File: src/shared/i2c_tx_pkg.sv
package i2c_tx_pkg;
  localparam logic [11:0] ADDR_CTRL   = 12'h000;  // second_control_register
  localparam logic [11:0] ADDR_STATUS = 12'h004;  // port_status_register
  localparam logic [11:0] ADDR_BUF    = 12'h008;  // transfer_buffer
  localparam logic [11:0] ADDR_BAUD   = 12'h00C;  // baud_reload_value
  localparam int BIT_START_REQ   = 0;
  localparam int BIT_RESTART_REQ = 1;
  localparam int BIT_STOP_REQ    = 2;
  localparam int BIT_ACK_STAT    = 6;
  localparam int ST_BUF_FULL   = 0;
  localparam int ST_START_DET  = 1;
  localparam int ST_WRITE_COLLISION_FLAG       = 2;
  localparam int ST_BCOL       = 3;
  localparam int ST_EVENT      = 4;
  localparam int ST_BUSY       = 5;
  localparam logic [7:0] BAUD_RESET = 8'h09;
  localparam logic [3:0] LAST_BIT   = 4'h8;   // Bit index of the ack slot
  typedef enum logic [3:0] {
    S_IDLE     = 4'b0000,
    S_ST_WAIT  = 4'b0001,
    S_ST_HOLD  = 4'b0010,
    S_RS_SCLLO = 4'b0011,
    S_RS_SDAHI = 4'b0100,
    S_RS_SCLHI = 4'b0101,
    S_RS_SDALO = 4'b0110,
    S_TX_LOW   = 4'b0111,
    S_TX_RISE  = 4'b1000,
    S_TX_HIGH  = 4'b1001
  } state_t;
endpackage : i2c_tx_pkg

File: src/core/i2c_master_tx.sv
// Decided for this implementation: the register offsets and the APB register port.
`timescale 1ns/1ps
`default_nettype none
module i2c_master_tx (
  input  wire logic        pclk,
  input  wire logic        presetn,
  input  wire logic        clk_en,
  input  wire logic        psel,
  input  wire logic        penable,
  input  wire logic        pwrite,
  input  wire logic [11:0] paddr,
  input  wire logic [31:0] pwdata,
  output var  logic [31:0] prdata,
  output var  logic        pready,
  output var  logic        pslverr,
  input  wire logic        sda_in,
  output var  logic        sda_out,
  output var  logic        sda_oe,
  input  wire logic        scl_in,
  output var  logic        scl_out,
  output var  logic        scl_oe
);
  // Sequencer state and line samplers
  i2c_tx_pkg::state_t state_q;
  logic [2:0] sda_sync_q;
  logic [2:0] scl_sync_q;
  logic       sda_q;
  logic       scl_q;

  // Baud generator, data path and bit position
  logic [7:0] baud_q;
  logic [7:0] cnt_q;
  logic [7:0] buf_q;
  logic [7:0] shift_q;
  logic [3:0] bit_q;

  // Software-visible request and status bits
  logic       start_req_q;
  logic       restart_req_q;
  logic       stop_req_q;
  logic       ack_stat_q;
  logic       buf_full_q;
  logic       start_det_q;
  logic       write_collision_flag_q;
  logic       bcol_q;
  logic       event_q;

  // Open-drain drive requests; high pulls the line low
  logic       sda_low_q;
  logic       scl_low_q;

  // Decoded strobes; all but rd_acc and start_fall are shared by several processes
  logic       timeout;
  logic       wr_acc;
  logic       rd_acc;
  logic       busy;
  logic       start_fall;

  // Open-drain lines: the data level is always low, only the enable moves.
  // Driving high would fight a slave that stretches SCL or answers on SDA.
  assign sda_oe  = sda_low_q;
  assign scl_oe  = scl_low_q;

  // Zero-wait APB slave; every access completes in its first access cycle.
  // The fixed levels still come from flip-flops so no output is combinational.
  always_ff @(posedge pclk or negedge presetn) begin
    if (!presetn) begin
      pready  <= 1'b1;
      pslverr <= 1'b0;
      sda_out <= 1'b0;
      scl_out <= 1'b0;
    end else begin
      pready  <= 1'b1;
      pslverr <= 1'b0;
      sda_out <= 1'b0;
      scl_out <= 1'b0;
    end
  end

  // Writes need the access phase; reads are captured in the setup cycle
  assign wr_acc  = psel && penable && pwrite && clk_en;
  assign rd_acc  = psel && !pwrite;
  assign busy    = (state_q != i2c_tx_pkg::S_IDLE);
  assign timeout = (cnt_q == 8'h00);

  // Three-stage sampling; a change counts once stages two and three agree.
  // The first stage may go metastable, so only the later stages are read.
  // Costs four cycles of latency on every line edge the sequencer sees.
  // Lines reset high, matching the idle bus, so no false edge follows reset.
  always_ff @(posedge pclk or negedge presetn) begin
    if (!presetn) begin
      sda_sync_q <= 3'h7;
      scl_sync_q <= 3'h7;
      sda_q      <= 1'b1;
      scl_q      <= 1'b1;
    end else if (clk_en) begin
      sda_sync_q <= {sda_sync_q[1:0], sda_in};
      scl_sync_q <= {scl_sync_q[1:0], scl_in};
      if (sda_sync_q[1] == sda_sync_q[2]) sda_q <= sda_sync_q[2];
      if (scl_sync_q[1] == scl_sync_q[2]) scl_q <= scl_sync_q[2];
    end
  end

  // SDA falling while SCL high is a Start seen on the lines
  // Looks one stage ahead so the flag rises with the filtered fall
  assign start_fall = sda_q && (sda_sync_q[1] == sda_sync_q[2]) && !sda_sync_q[2] && scl_q;

  // Read mux is registered so prdata comes from a flip-flop
  // Captured in the setup cycle; it stands until the next read setup
  // Unmapped offsets read as zero
  always_ff @(posedge pclk or negedge presetn) begin
    if (!presetn) begin
      prdata <= 32'h0000_0000;
    end else if (clk_en && rd_acc && !penable) begin
      unique case (paddr)
        i2c_tx_pkg::ADDR_CTRL:   prdata <= {25'h0, ack_stat_q, 3'h0, stop_req_q,
                                            restart_req_q, start_req_q};
        i2c_tx_pkg::ADDR_STATUS: prdata <= {26'h0, busy, event_q, bcol_q, write_collision_flag_q,
                                            start_det_q, buf_full_q};
        i2c_tx_pkg::ADDR_BUF:    prdata <= {24'h0, buf_q};
        i2c_tx_pkg::ADDR_BAUD:   prdata <= {24'h0, baud_q};
        default:                 prdata <= 32'h0000_0000;
      endcase
    end
  end

  // Baud reload value register
  // A new value only takes effect at the next reload of the generator
  // Writable at any time; a change mid-byte alters the following bits
  always_ff @(posedge pclk or negedge presetn) begin
    if (!presetn) begin
      baud_q <= i2c_tx_pkg::BAUD_RESET;
    end else if (wr_acc && paddr == i2c_tx_pkg::ADDR_BAUD) begin
      baud_q <= pwdata[7:0];
    end
  end

  // Sticky status flags; hardware set wins over a software clear.
  // The clears sit above the sets in this process, so a flag that is
  // raised in the same cycle as its clear stays raised.
  always_ff @(posedge pclk or negedge presetn) begin
    if (!presetn) begin
      write_collision_flag_q      <= 1'b0;
      bcol_q      <= 1'b0;
      event_q     <= 1'b0;
      start_det_q <= 1'b0;
    end else if (clk_en) begin
      // Software clears with a one in the bit position
      if (wr_acc && paddr == i2c_tx_pkg::ADDR_STATUS) begin
        if (pwdata[i2c_tx_pkg::ST_WRITE_COLLISION_FLAG])      write_collision_flag_q      <= 1'b0;
        if (pwdata[i2c_tx_pkg::ST_BCOL])      bcol_q      <= 1'b0;
        if (pwdata[i2c_tx_pkg::ST_EVENT])     event_q     <= 1'b0;
        if (pwdata[i2c_tx_pkg::ST_START_DET]) start_det_q <= 1'b0;
      end

      // A buffer write that cannot be taken is reported, never queued
      if (wr_acc && paddr == i2c_tx_pkg::ADDR_BUF && busy) write_collision_flag_q <= 1'b1;
      // Start seen on the lines, ours or another master's
      if (start_fall) start_det_q <= 1'b1;

      // Collision and event sources, listed by sequencer state
      unique case (state_q)
        i2c_tx_pkg::S_IDLE: begin
          // Both lines already low when a Start is asked for
          if (start_req_q && !sda_q && !scl_q) bcol_q <= 1'b1;
        end
        i2c_tx_pkg::S_ST_WAIT: begin
          // SDA is not driven yet, so a low SCL belongs to someone else
          if (!scl_q) bcol_q <= 1'b1;
        end
        i2c_tx_pkg::S_ST_HOLD: begin
          // Start complete once the second period runs out
          if (timeout) event_q <= 1'b1;
        end
        i2c_tx_pkg::S_RS_SCLHI: begin
          // SDA must already be high when SCL comes up
          if (scl_q && !sda_q) bcol_q <= 1'b1;
        end
        i2c_tx_pkg::S_RS_SDAHI: begin
          // Released SDA still low at timeout: another driver holds it
          if (timeout && !sda_q) bcol_q <= 1'b1;
        end
        i2c_tx_pkg::S_RS_SDALO: begin
          // SCL may not fall before our SDA low; the event waits for the
          // period that follows the Start on the lines
          if (!scl_q && !sda_low_q) bcol_q <= 1'b1;
          else if (timeout && sda_low_q) event_q <= 1'b1;
        end
        i2c_tx_pkg::S_TX_HIGH: begin
          // Event only after the acknowledge clock
          if (timeout && bit_q == i2c_tx_pkg::LAST_BIT) event_q <= 1'b1;
        end
        default: ;
      endcase
    end
  end

  // Main sequencer: Start, Repeated Start and byte transmit.
  // Every wait on a released SCL parks the generator, so a slow peer
  // stretches the bus without shortening our own high or low times.
  // Stop is stored but never generated; software ends with a Restart.
  always_ff @(posedge pclk or negedge presetn) begin
    if (!presetn) begin
      state_q       <= i2c_tx_pkg::S_IDLE;
      cnt_q         <= 8'h00;
      buf_q         <= 8'h00;
      shift_q       <= 8'h00;
      bit_q         <= 4'h0;
      start_req_q   <= 1'b0;
      restart_req_q <= 1'b0;
      stop_req_q    <= 1'b0;
      ack_stat_q    <= 1'b0;
      buf_full_q    <= 1'b0;
      sda_low_q     <= 1'b0;
      scl_low_q     <= 1'b0;
    end else if (clk_en) begin
      // Generator counts down and parks at zero until reloaded
      if (!timeout) cnt_q <= cnt_q - 8'h01;
      // Requests are accepted only while idle; no queuing
      if (wr_acc && paddr == i2c_tx_pkg::ADDR_CTRL && !busy) begin
        start_req_q   <= pwdata[i2c_tx_pkg::BIT_START_REQ];
        restart_req_q <= pwdata[i2c_tx_pkg::BIT_RESTART_REQ];
        stop_req_q    <= pwdata[i2c_tx_pkg::BIT_STOP_REQ];
      end
      unique case (state_q)
        // Idle: a request or a buffer write starts the next sequence
        i2c_tx_pkg::S_IDLE: begin
          if (start_req_q) begin
            if (!sda_q && !scl_q) begin
              start_req_q <= 1'b0;
            end else begin
              cnt_q   <= baud_q;
              state_q <= i2c_tx_pkg::S_ST_WAIT;
            end
          end else if (restart_req_q) begin
            // Restart opens by pulling SCL low
            scl_low_q <= 1'b1;
            state_q   <= i2c_tx_pkg::S_RS_SCLLO;
          end else if (wr_acc && paddr == i2c_tx_pkg::ADDR_BUF) begin
            // Byte accepted: SCL goes low at once and the first bit follows
            buf_q      <= pwdata[7:0];
            shift_q    <= pwdata[7:0];
            buf_full_q <= 1'b1;
            bit_q      <= 4'h0;
            scl_low_q  <= 1'b1;
            cnt_q      <= baud_q;
            state_q    <= i2c_tx_pkg::S_TX_LOW;
          end
        end

        // Start, first period: both lines must stay high
        i2c_tx_pkg::S_ST_WAIT: begin
          if (!scl_q) begin
            start_req_q <= 1'b0;
            sda_low_q   <= 1'b0;
            state_q     <= i2c_tx_pkg::S_IDLE;
          end else if (timeout && sda_q) begin
            sda_low_q <= 1'b1;
            cnt_q     <= baud_q;
            state_q   <= i2c_tx_pkg::S_ST_HOLD;
          end
        end

        // Start, second period: SDA held low, then back to idle
        i2c_tx_pkg::S_ST_HOLD: begin
          if (timeout) begin
            start_req_q <= 1'b0;
            state_q     <= i2c_tx_pkg::S_IDLE;
          end
        end

        // Restart: wait until SCL is really low before releasing SDA
        i2c_tx_pkg::S_RS_SCLLO: begin
          if (!scl_q) begin
            sda_low_q <= 1'b0;
            cnt_q     <= baud_q;
            state_q   <= i2c_tx_pkg::S_RS_SDAHI;
          end
        end

        // Restart: SDA released for one period with SCL low
        i2c_tx_pkg::S_RS_SDAHI: begin
          if (timeout) begin
            if (sda_q) begin
              scl_low_q <= 1'b0;
              state_q   <= i2c_tx_pkg::S_RS_SCLHI;
            end else begin
              restart_req_q <= 1'b0;
              scl_low_q     <= 1'b0;
              state_q       <= i2c_tx_pkg::S_IDLE;
            end
          end
        end

        // Restart: SCL released, arbitration wait
        i2c_tx_pkg::S_RS_SCLHI: begin
          // Generator frozen until SCL is seen high
          if (scl_q) begin
            if (!sda_q) begin
              restart_req_q <= 1'b0;
              state_q       <= i2c_tx_pkg::S_IDLE;
            end else begin
              cnt_q   <= baud_q;
              state_q <= i2c_tx_pkg::S_RS_SDALO;
            end
          end else begin
            cnt_q <= cnt_q;
          end
        end

        // Restart: both high for one period, then SDA low for one more
        i2c_tx_pkg::S_RS_SDALO: begin
          if (!scl_q && !sda_low_q) begin
            restart_req_q <= 1'b0;
            state_q       <= i2c_tx_pkg::S_IDLE;
          end else if (timeout) begin
            if (sda_low_q) begin
              scl_low_q     <= 1'b1;
              restart_req_q <= 1'b0;
              state_q       <= i2c_tx_pkg::S_IDLE;
            end else begin
              sda_low_q <= 1'b1;
              cnt_q     <= baud_q;
            end
          end
        end

        // Transmit: SCL low half of a bit
        i2c_tx_pkg::S_TX_LOW: begin
          // SDA changes while SCL is low, MSB first
          if (bit_q == i2c_tx_pkg::LAST_BIT) begin
            sda_low_q <= 1'b0;
          end else begin
            sda_low_q <= !shift_q[7];
          end
          if (timeout) begin
            scl_low_q <= 1'b0;
            state_q   <= i2c_tx_pkg::S_TX_RISE;
          end
        end

        // Transmit: SCL released, wait for a stretching peer to let go
        i2c_tx_pkg::S_TX_RISE: begin
          if (scl_q) begin
            cnt_q   <= baud_q;
            state_q <= i2c_tx_pkg::S_TX_HIGH;
            if (bit_q == i2c_tx_pkg::LAST_BIT) ack_stat_q <= sda_q;
          end else begin
            cnt_q <= cnt_q;
          end
        end

        // Transmit: SCL high half of a bit
        i2c_tx_pkg::S_TX_HIGH: begin
          if (timeout) begin
            scl_low_q <= 1'b1;
            cnt_q     <= baud_q;
            if (bit_q == i2c_tx_pkg::LAST_BIT) begin
              // Acknowledge clock done: park with SCL low and SDA free
              state_q   <= i2c_tx_pkg::S_IDLE;
              sda_low_q <= 1'b0;
            end else begin
              // Next bit; buffer empties on the eighth falling edge
              shift_q <= {shift_q[6:0], 1'b0};
              bit_q   <= bit_q + 4'h1;
              if (bit_q == 4'h7) buf_full_q <= 1'b0;
              state_q <= i2c_tx_pkg::S_TX_LOW;
            end
          end
        end

        // Unused codes fall back to idle
        default: state_q <= i2c_tx_pkg::S_IDLE;
      endcase
    end
  end
endmodule : i2c_master_tx
`default_nettype wire

File: config.mk
export PLATFORM = sky130hd
export DESIGN_NAME = i2c_master_tx
export DESIGN_NICKNAME = d
export VERILOG_FILES = /design/src/shared/i2c_tx_pkg.sv /design/src/core/i2c_master_tx.sv
export SDC_FILE = /design/constraint.sdc
export NUM_CORES = 1
export LEC_CHECK = 0
export BUFFER_PORTS_ARGS = -buffer_cell sky130_fd_sc_hd__buf_4
export CAP_MARGIN = 20
export CORE_AREA = 2 2 89 91
export CTS_BUF_LIST = sky130_fd_sc_hd__clkbuf_2
export CTS_CLUSTER_SIZE = 25
export DETAILED_ROUTE_END_ITERATION = 7
export DIE_AREA = 0 0 91 93
export PLACE_DENSITY_LB_ADDON = 0.1
export SLEW_MARGIN = 20
export SYNTH_ARGS = -nofsm -noshare
export SYNTH_HDL_FRONTEND = slang
export SYNTH_SLANG_ARGS = --single-unit
File: constraint.sdc
create_clock -name pclk -period 6.55 [get_ports pclk]
set_input_delay 0.655 -clock pclk [delete_from_list [all_inputs] [get_ports pclk]]
set_output_delay 0.655 -clock pclk [all_outputs]
set_load 0.05 [all_outputs]
==> metrics.md <==
| Metric | Value |
|---|---|
| CTS Buffer Depth | `2` |
| Pre-antenna DRT Iters | `5` |
| Cells on worst reg2reg path | `5` |
| I/O pin total | `90` |
| Most used DFF post-synth | `dfrtp_1` |
| Die Y | `93 um` |
| Vias in the first global route | `3,762` |
| Fin area | `4850 sq um` |
| Async set-reset flop share out of synthesis | `100%` |
| Synth cell types | `69` |
| Vias | `3,970` |
| P_sw | `0.777 mW` |
| Die X | `91 um` |
| Post-cts hold buffer count | `0` |
| Cells after Synth | `511` |
| Total leakage power | `2.09 nW` |
| Critical Path Fanout Max | `29` |
| Fin crit period | `3110 ps` |
| Worst-path clk slew | `220 ps` |
| Clock share of power | `18.6%` |
| CTS-repair resized insts | `0` |
| CP startpoint kind | `register` |
| Nets | `581` |
| Synth area leaders | `dfrtp_1 32%, mux2_2 7.0%, dfstp_2 5.8%` |
| Synth Register Bits | `67` |
| Die area | `8460 sq um` |
| Pre-CTS setup slack | `3270 ps` |
| Mapped cell area | `4500 sq um` |
| R2R Path End | `bit_q[0]$_DFFE_PN0P_` |
| IO buf count | `37` |
| Vias/cell | `6.28` |
| Ant. Diodes | `0` |
| Routed wire length per instance | `18.1 um` |
| RSZ-0062 raised after global routing | `false` |
| Max_cap viols | `0` |
| Starting Density | `59.8%` |
| Clock sink total | `67` |
| Sequential share of the synthesized area | `37.5%` |
| Final-report hold violation count | `0` |
| Final Max Tran Viols | `0` |
| Cell Area, Placed | `4680 sq um` |
| Post-synth top area cell | `dfrtp_1` |
| Crit path from | `state_q[0]$_DFFE_PN0P_` |
| DRC Markers | `0` |
| First-pass GRT wire length | `18,700 um` |
| Worst Max-Slew Pin Slew | `927 ps` |
| DRT antenna net count | `0` |
| Synth-to-Final Area Change | `7.64%` |
| Depth of the CTS H-tree | `3` |
| Final setup vio count | `0` |
| Synth Area per Inst | `8.81 sq um` |
| Reg2Reg Setup Slack | `3440 ps` |
| Postcts setup bufs | `0` |
| Pint | `0.973 mW` |
| WL final | `11,400 um` |
| Final TNS setup | `0 ps` |
| Gpl congestion | `0.952` |
| Run status | `completed` |
| Setup ws final | `3440 ps` |
| CTS buffer count | `9` |
| Largest net degree at the start of global routing | `68` |
| Worst VDD drop | `0.188 mV` |
| Critical Path RT | `6920 ps` |
| Detail Placement HPWL | `8240 um` |
| GRT Util Overall | `28.0%` |
| Sw Ratio | `44.4%` |
| Worst Path Arrival | `3480 ps` |
| Grt ovf | `0` |
| Skew final | `31.3 ps` |
| Worst hold path type | `in2async` |
| Fin crit share | `47.5%` |
| PD cells | `361 nW/um^2` |
| Crit path capture type | `register` |
| Share of cells above drive strength 1 | `20.6%` |
| Worst slew margin | `37.9%` |
| Crit Path Category | `reg2reg` |
| Seq pwr share | `36.6%` |
| Row Count | `32` |
| Top cell type's share of synthesized area | `31.7%` |
| Core region area | `7530 sq um` |
| Max Fclk | `321 MHz` |
| CTS tree | `done` |
| Post-synth EDFFs | `0` |
| Logic pwr share | `44.8%` |
| Fill cells | `675` |
| Initial antenna violation count | `0` |
| Worst r2r src | `state_q[0]$_DFFE_PN0P_` |
| Yosys warns | `0` |
| Worst skew pair latency | `500 ps` |
| CTS root buffer | `clkbuf_2` |
| DR iter-0 viols | `449` |
==> how the worst max path moves through the flow <==
| stage | to | slack, ps | cells after the start |
|---|---|---|---|
| floorplan | stop_req_q$_DFFE_PN0P_ | 3770 | 6 |
| global placement | bit_q[0]$_DFFE_PN0P_ | 3320 | 7 |
| detailed placement | bit_q[3]$_DFFE_PN0P_ | 3270 | 7 |
| CTS | bit_q[0]$_DFFE_PN0P_ | 3530 | 5 |
| global route | bit_q[0]$_DFFE_PN0P_ | 3180 | 5 |
| finish | bit_q[0]$_DFFE_PN0P_ | 3440 | 5 |
==> synth_stat cells, drive strengths merged (3+ instances only) <==
cell type and instances:
dfrtp 57, nand2 54, nor2 40, buf 35, clkbuf 28, mux2 28, o21ai 28, a21oi 27
nand3 17, inv 13, nand2b 13, nor3 12, a31oi 11, dfstp 10, o211ai 9, o31ai 7
nor2b 6, nor4 6, o22ai 6, or4 6, and3 5, nand4 5, or3 5, a22oi 4
a2bb2oi 4, a32o 4, ha 4, mux2i 4, nor3b 4, a2111oi 3, a211oi 3, mux4 3
nand3b 3, o21a 3, o2bb2ai 3, o311ai 3, o31a 3, o32ai 3, or2 3
==> power groups by stage <==
stage          combinational (mW)  sequential [mW]  clock, mW
2_1_floorplan               0.656            0.582          0
3_3_place_gp                0.759            0.637          0
3_5_place_dp                0.771            0.643          0
4_1_cts                     0.775            0.634      0.331
5_1_grt                     0.862            0.654      0.348
6_report                    0.784            0.640      0.326
==> worst max-delay path, stage by stage, from the launching register on <==
cell       delay (ps)
dfrtp_1           930
nand4bb_1         820
o211a_1           550
o21a_1            350
nand2_1           230
mux2i_1            90
==> metal layers <==
metal / GRT usage, % / part of all wire [%]
met2: 45.6 / 48
met3: 5.72 / 7.1
met1: 38.3 / 43
met5: 0 / 0
met4: 8.21 / 2.2
==> cells in the final DEF, fill, tap and decap left out, drive strengths merged, types with 5 or more instances in the layout <==
cell	Yosys	layout
a21oi	27	27
a31oi	11	11
and3	5	5
buf	35	40
clkbuf	28	9
conb	2	28
dfrtp	57	57
dfstp	10	10
inv	13	14
mux2	28	28
nand2	54	54
nand2b	13	13
nand3	17	17
nand4	5	5
nor2	40	40
nor2b	6	6
nor3	12	12
nor4	6	6
o211ai	9	9
o21ai	28	28
o22ai	6	6
o31ai	7	7
or3	5	5
or4	6	6
==> logic make-up (layout without fill, tap and decap cells) <==
| group | after synthesis | in the layout | synth area share [%] |
|---|---|---|---|
| mux | 35 | 35 | 9.39 |
| fa+ha+maj | 4 | 4 | 1.11 |
| simple gates | 189 | 189 | 22.3 |
| flops | 67 | 67 | 37.5 |
| compound gates | 136 | 136 | 20.3 |
| buf+inv | 76 | 69 | 8.81 |
| other cells | 2 | 28 | 0.167 |
| xor+xnor | 2 | 2 | 0.389 |
==> sequential cells by signal, summed over array words and instances, names as in the netlist, 3 cells and up <==
signal,cells
baud_q,8
bit_q,4
buf_q,8
cnt_q,8
prdata,8
scl_sync_q,3
sda_sync_q,3
shift_q,8
state_q,4
==> metrics by stage <==
step | power, mW | util [%] | std cells | hold slack (ps)
3_3_place_gp | 1.40 | 62.2 | 616 | 460
2_1_floorplan | 1.24 | - | 537 | 359
5_1_grt | 1.86 | 64.4 | 632 | 229
4_1_cts | 1.74 | 64.3 | 632 | 223
6_report | 1.75 | 64.4 | 632 | 209
3_5_place_dp | 1.41 | 62.2 | 616 | 470
==> layout make-up <==
class	instances	area, sq um	area share, %
clock buffer	9	45.0	0.930
multi-input combinational	394	2520	52.0
clock inverter	7	115	2.38
timing repair buffer	40	300	6.20
inverter	13	48.8	1.01
sequential	67	1690	34.9
tap	102	128	2.63
(Power assumes the default switching activity.)
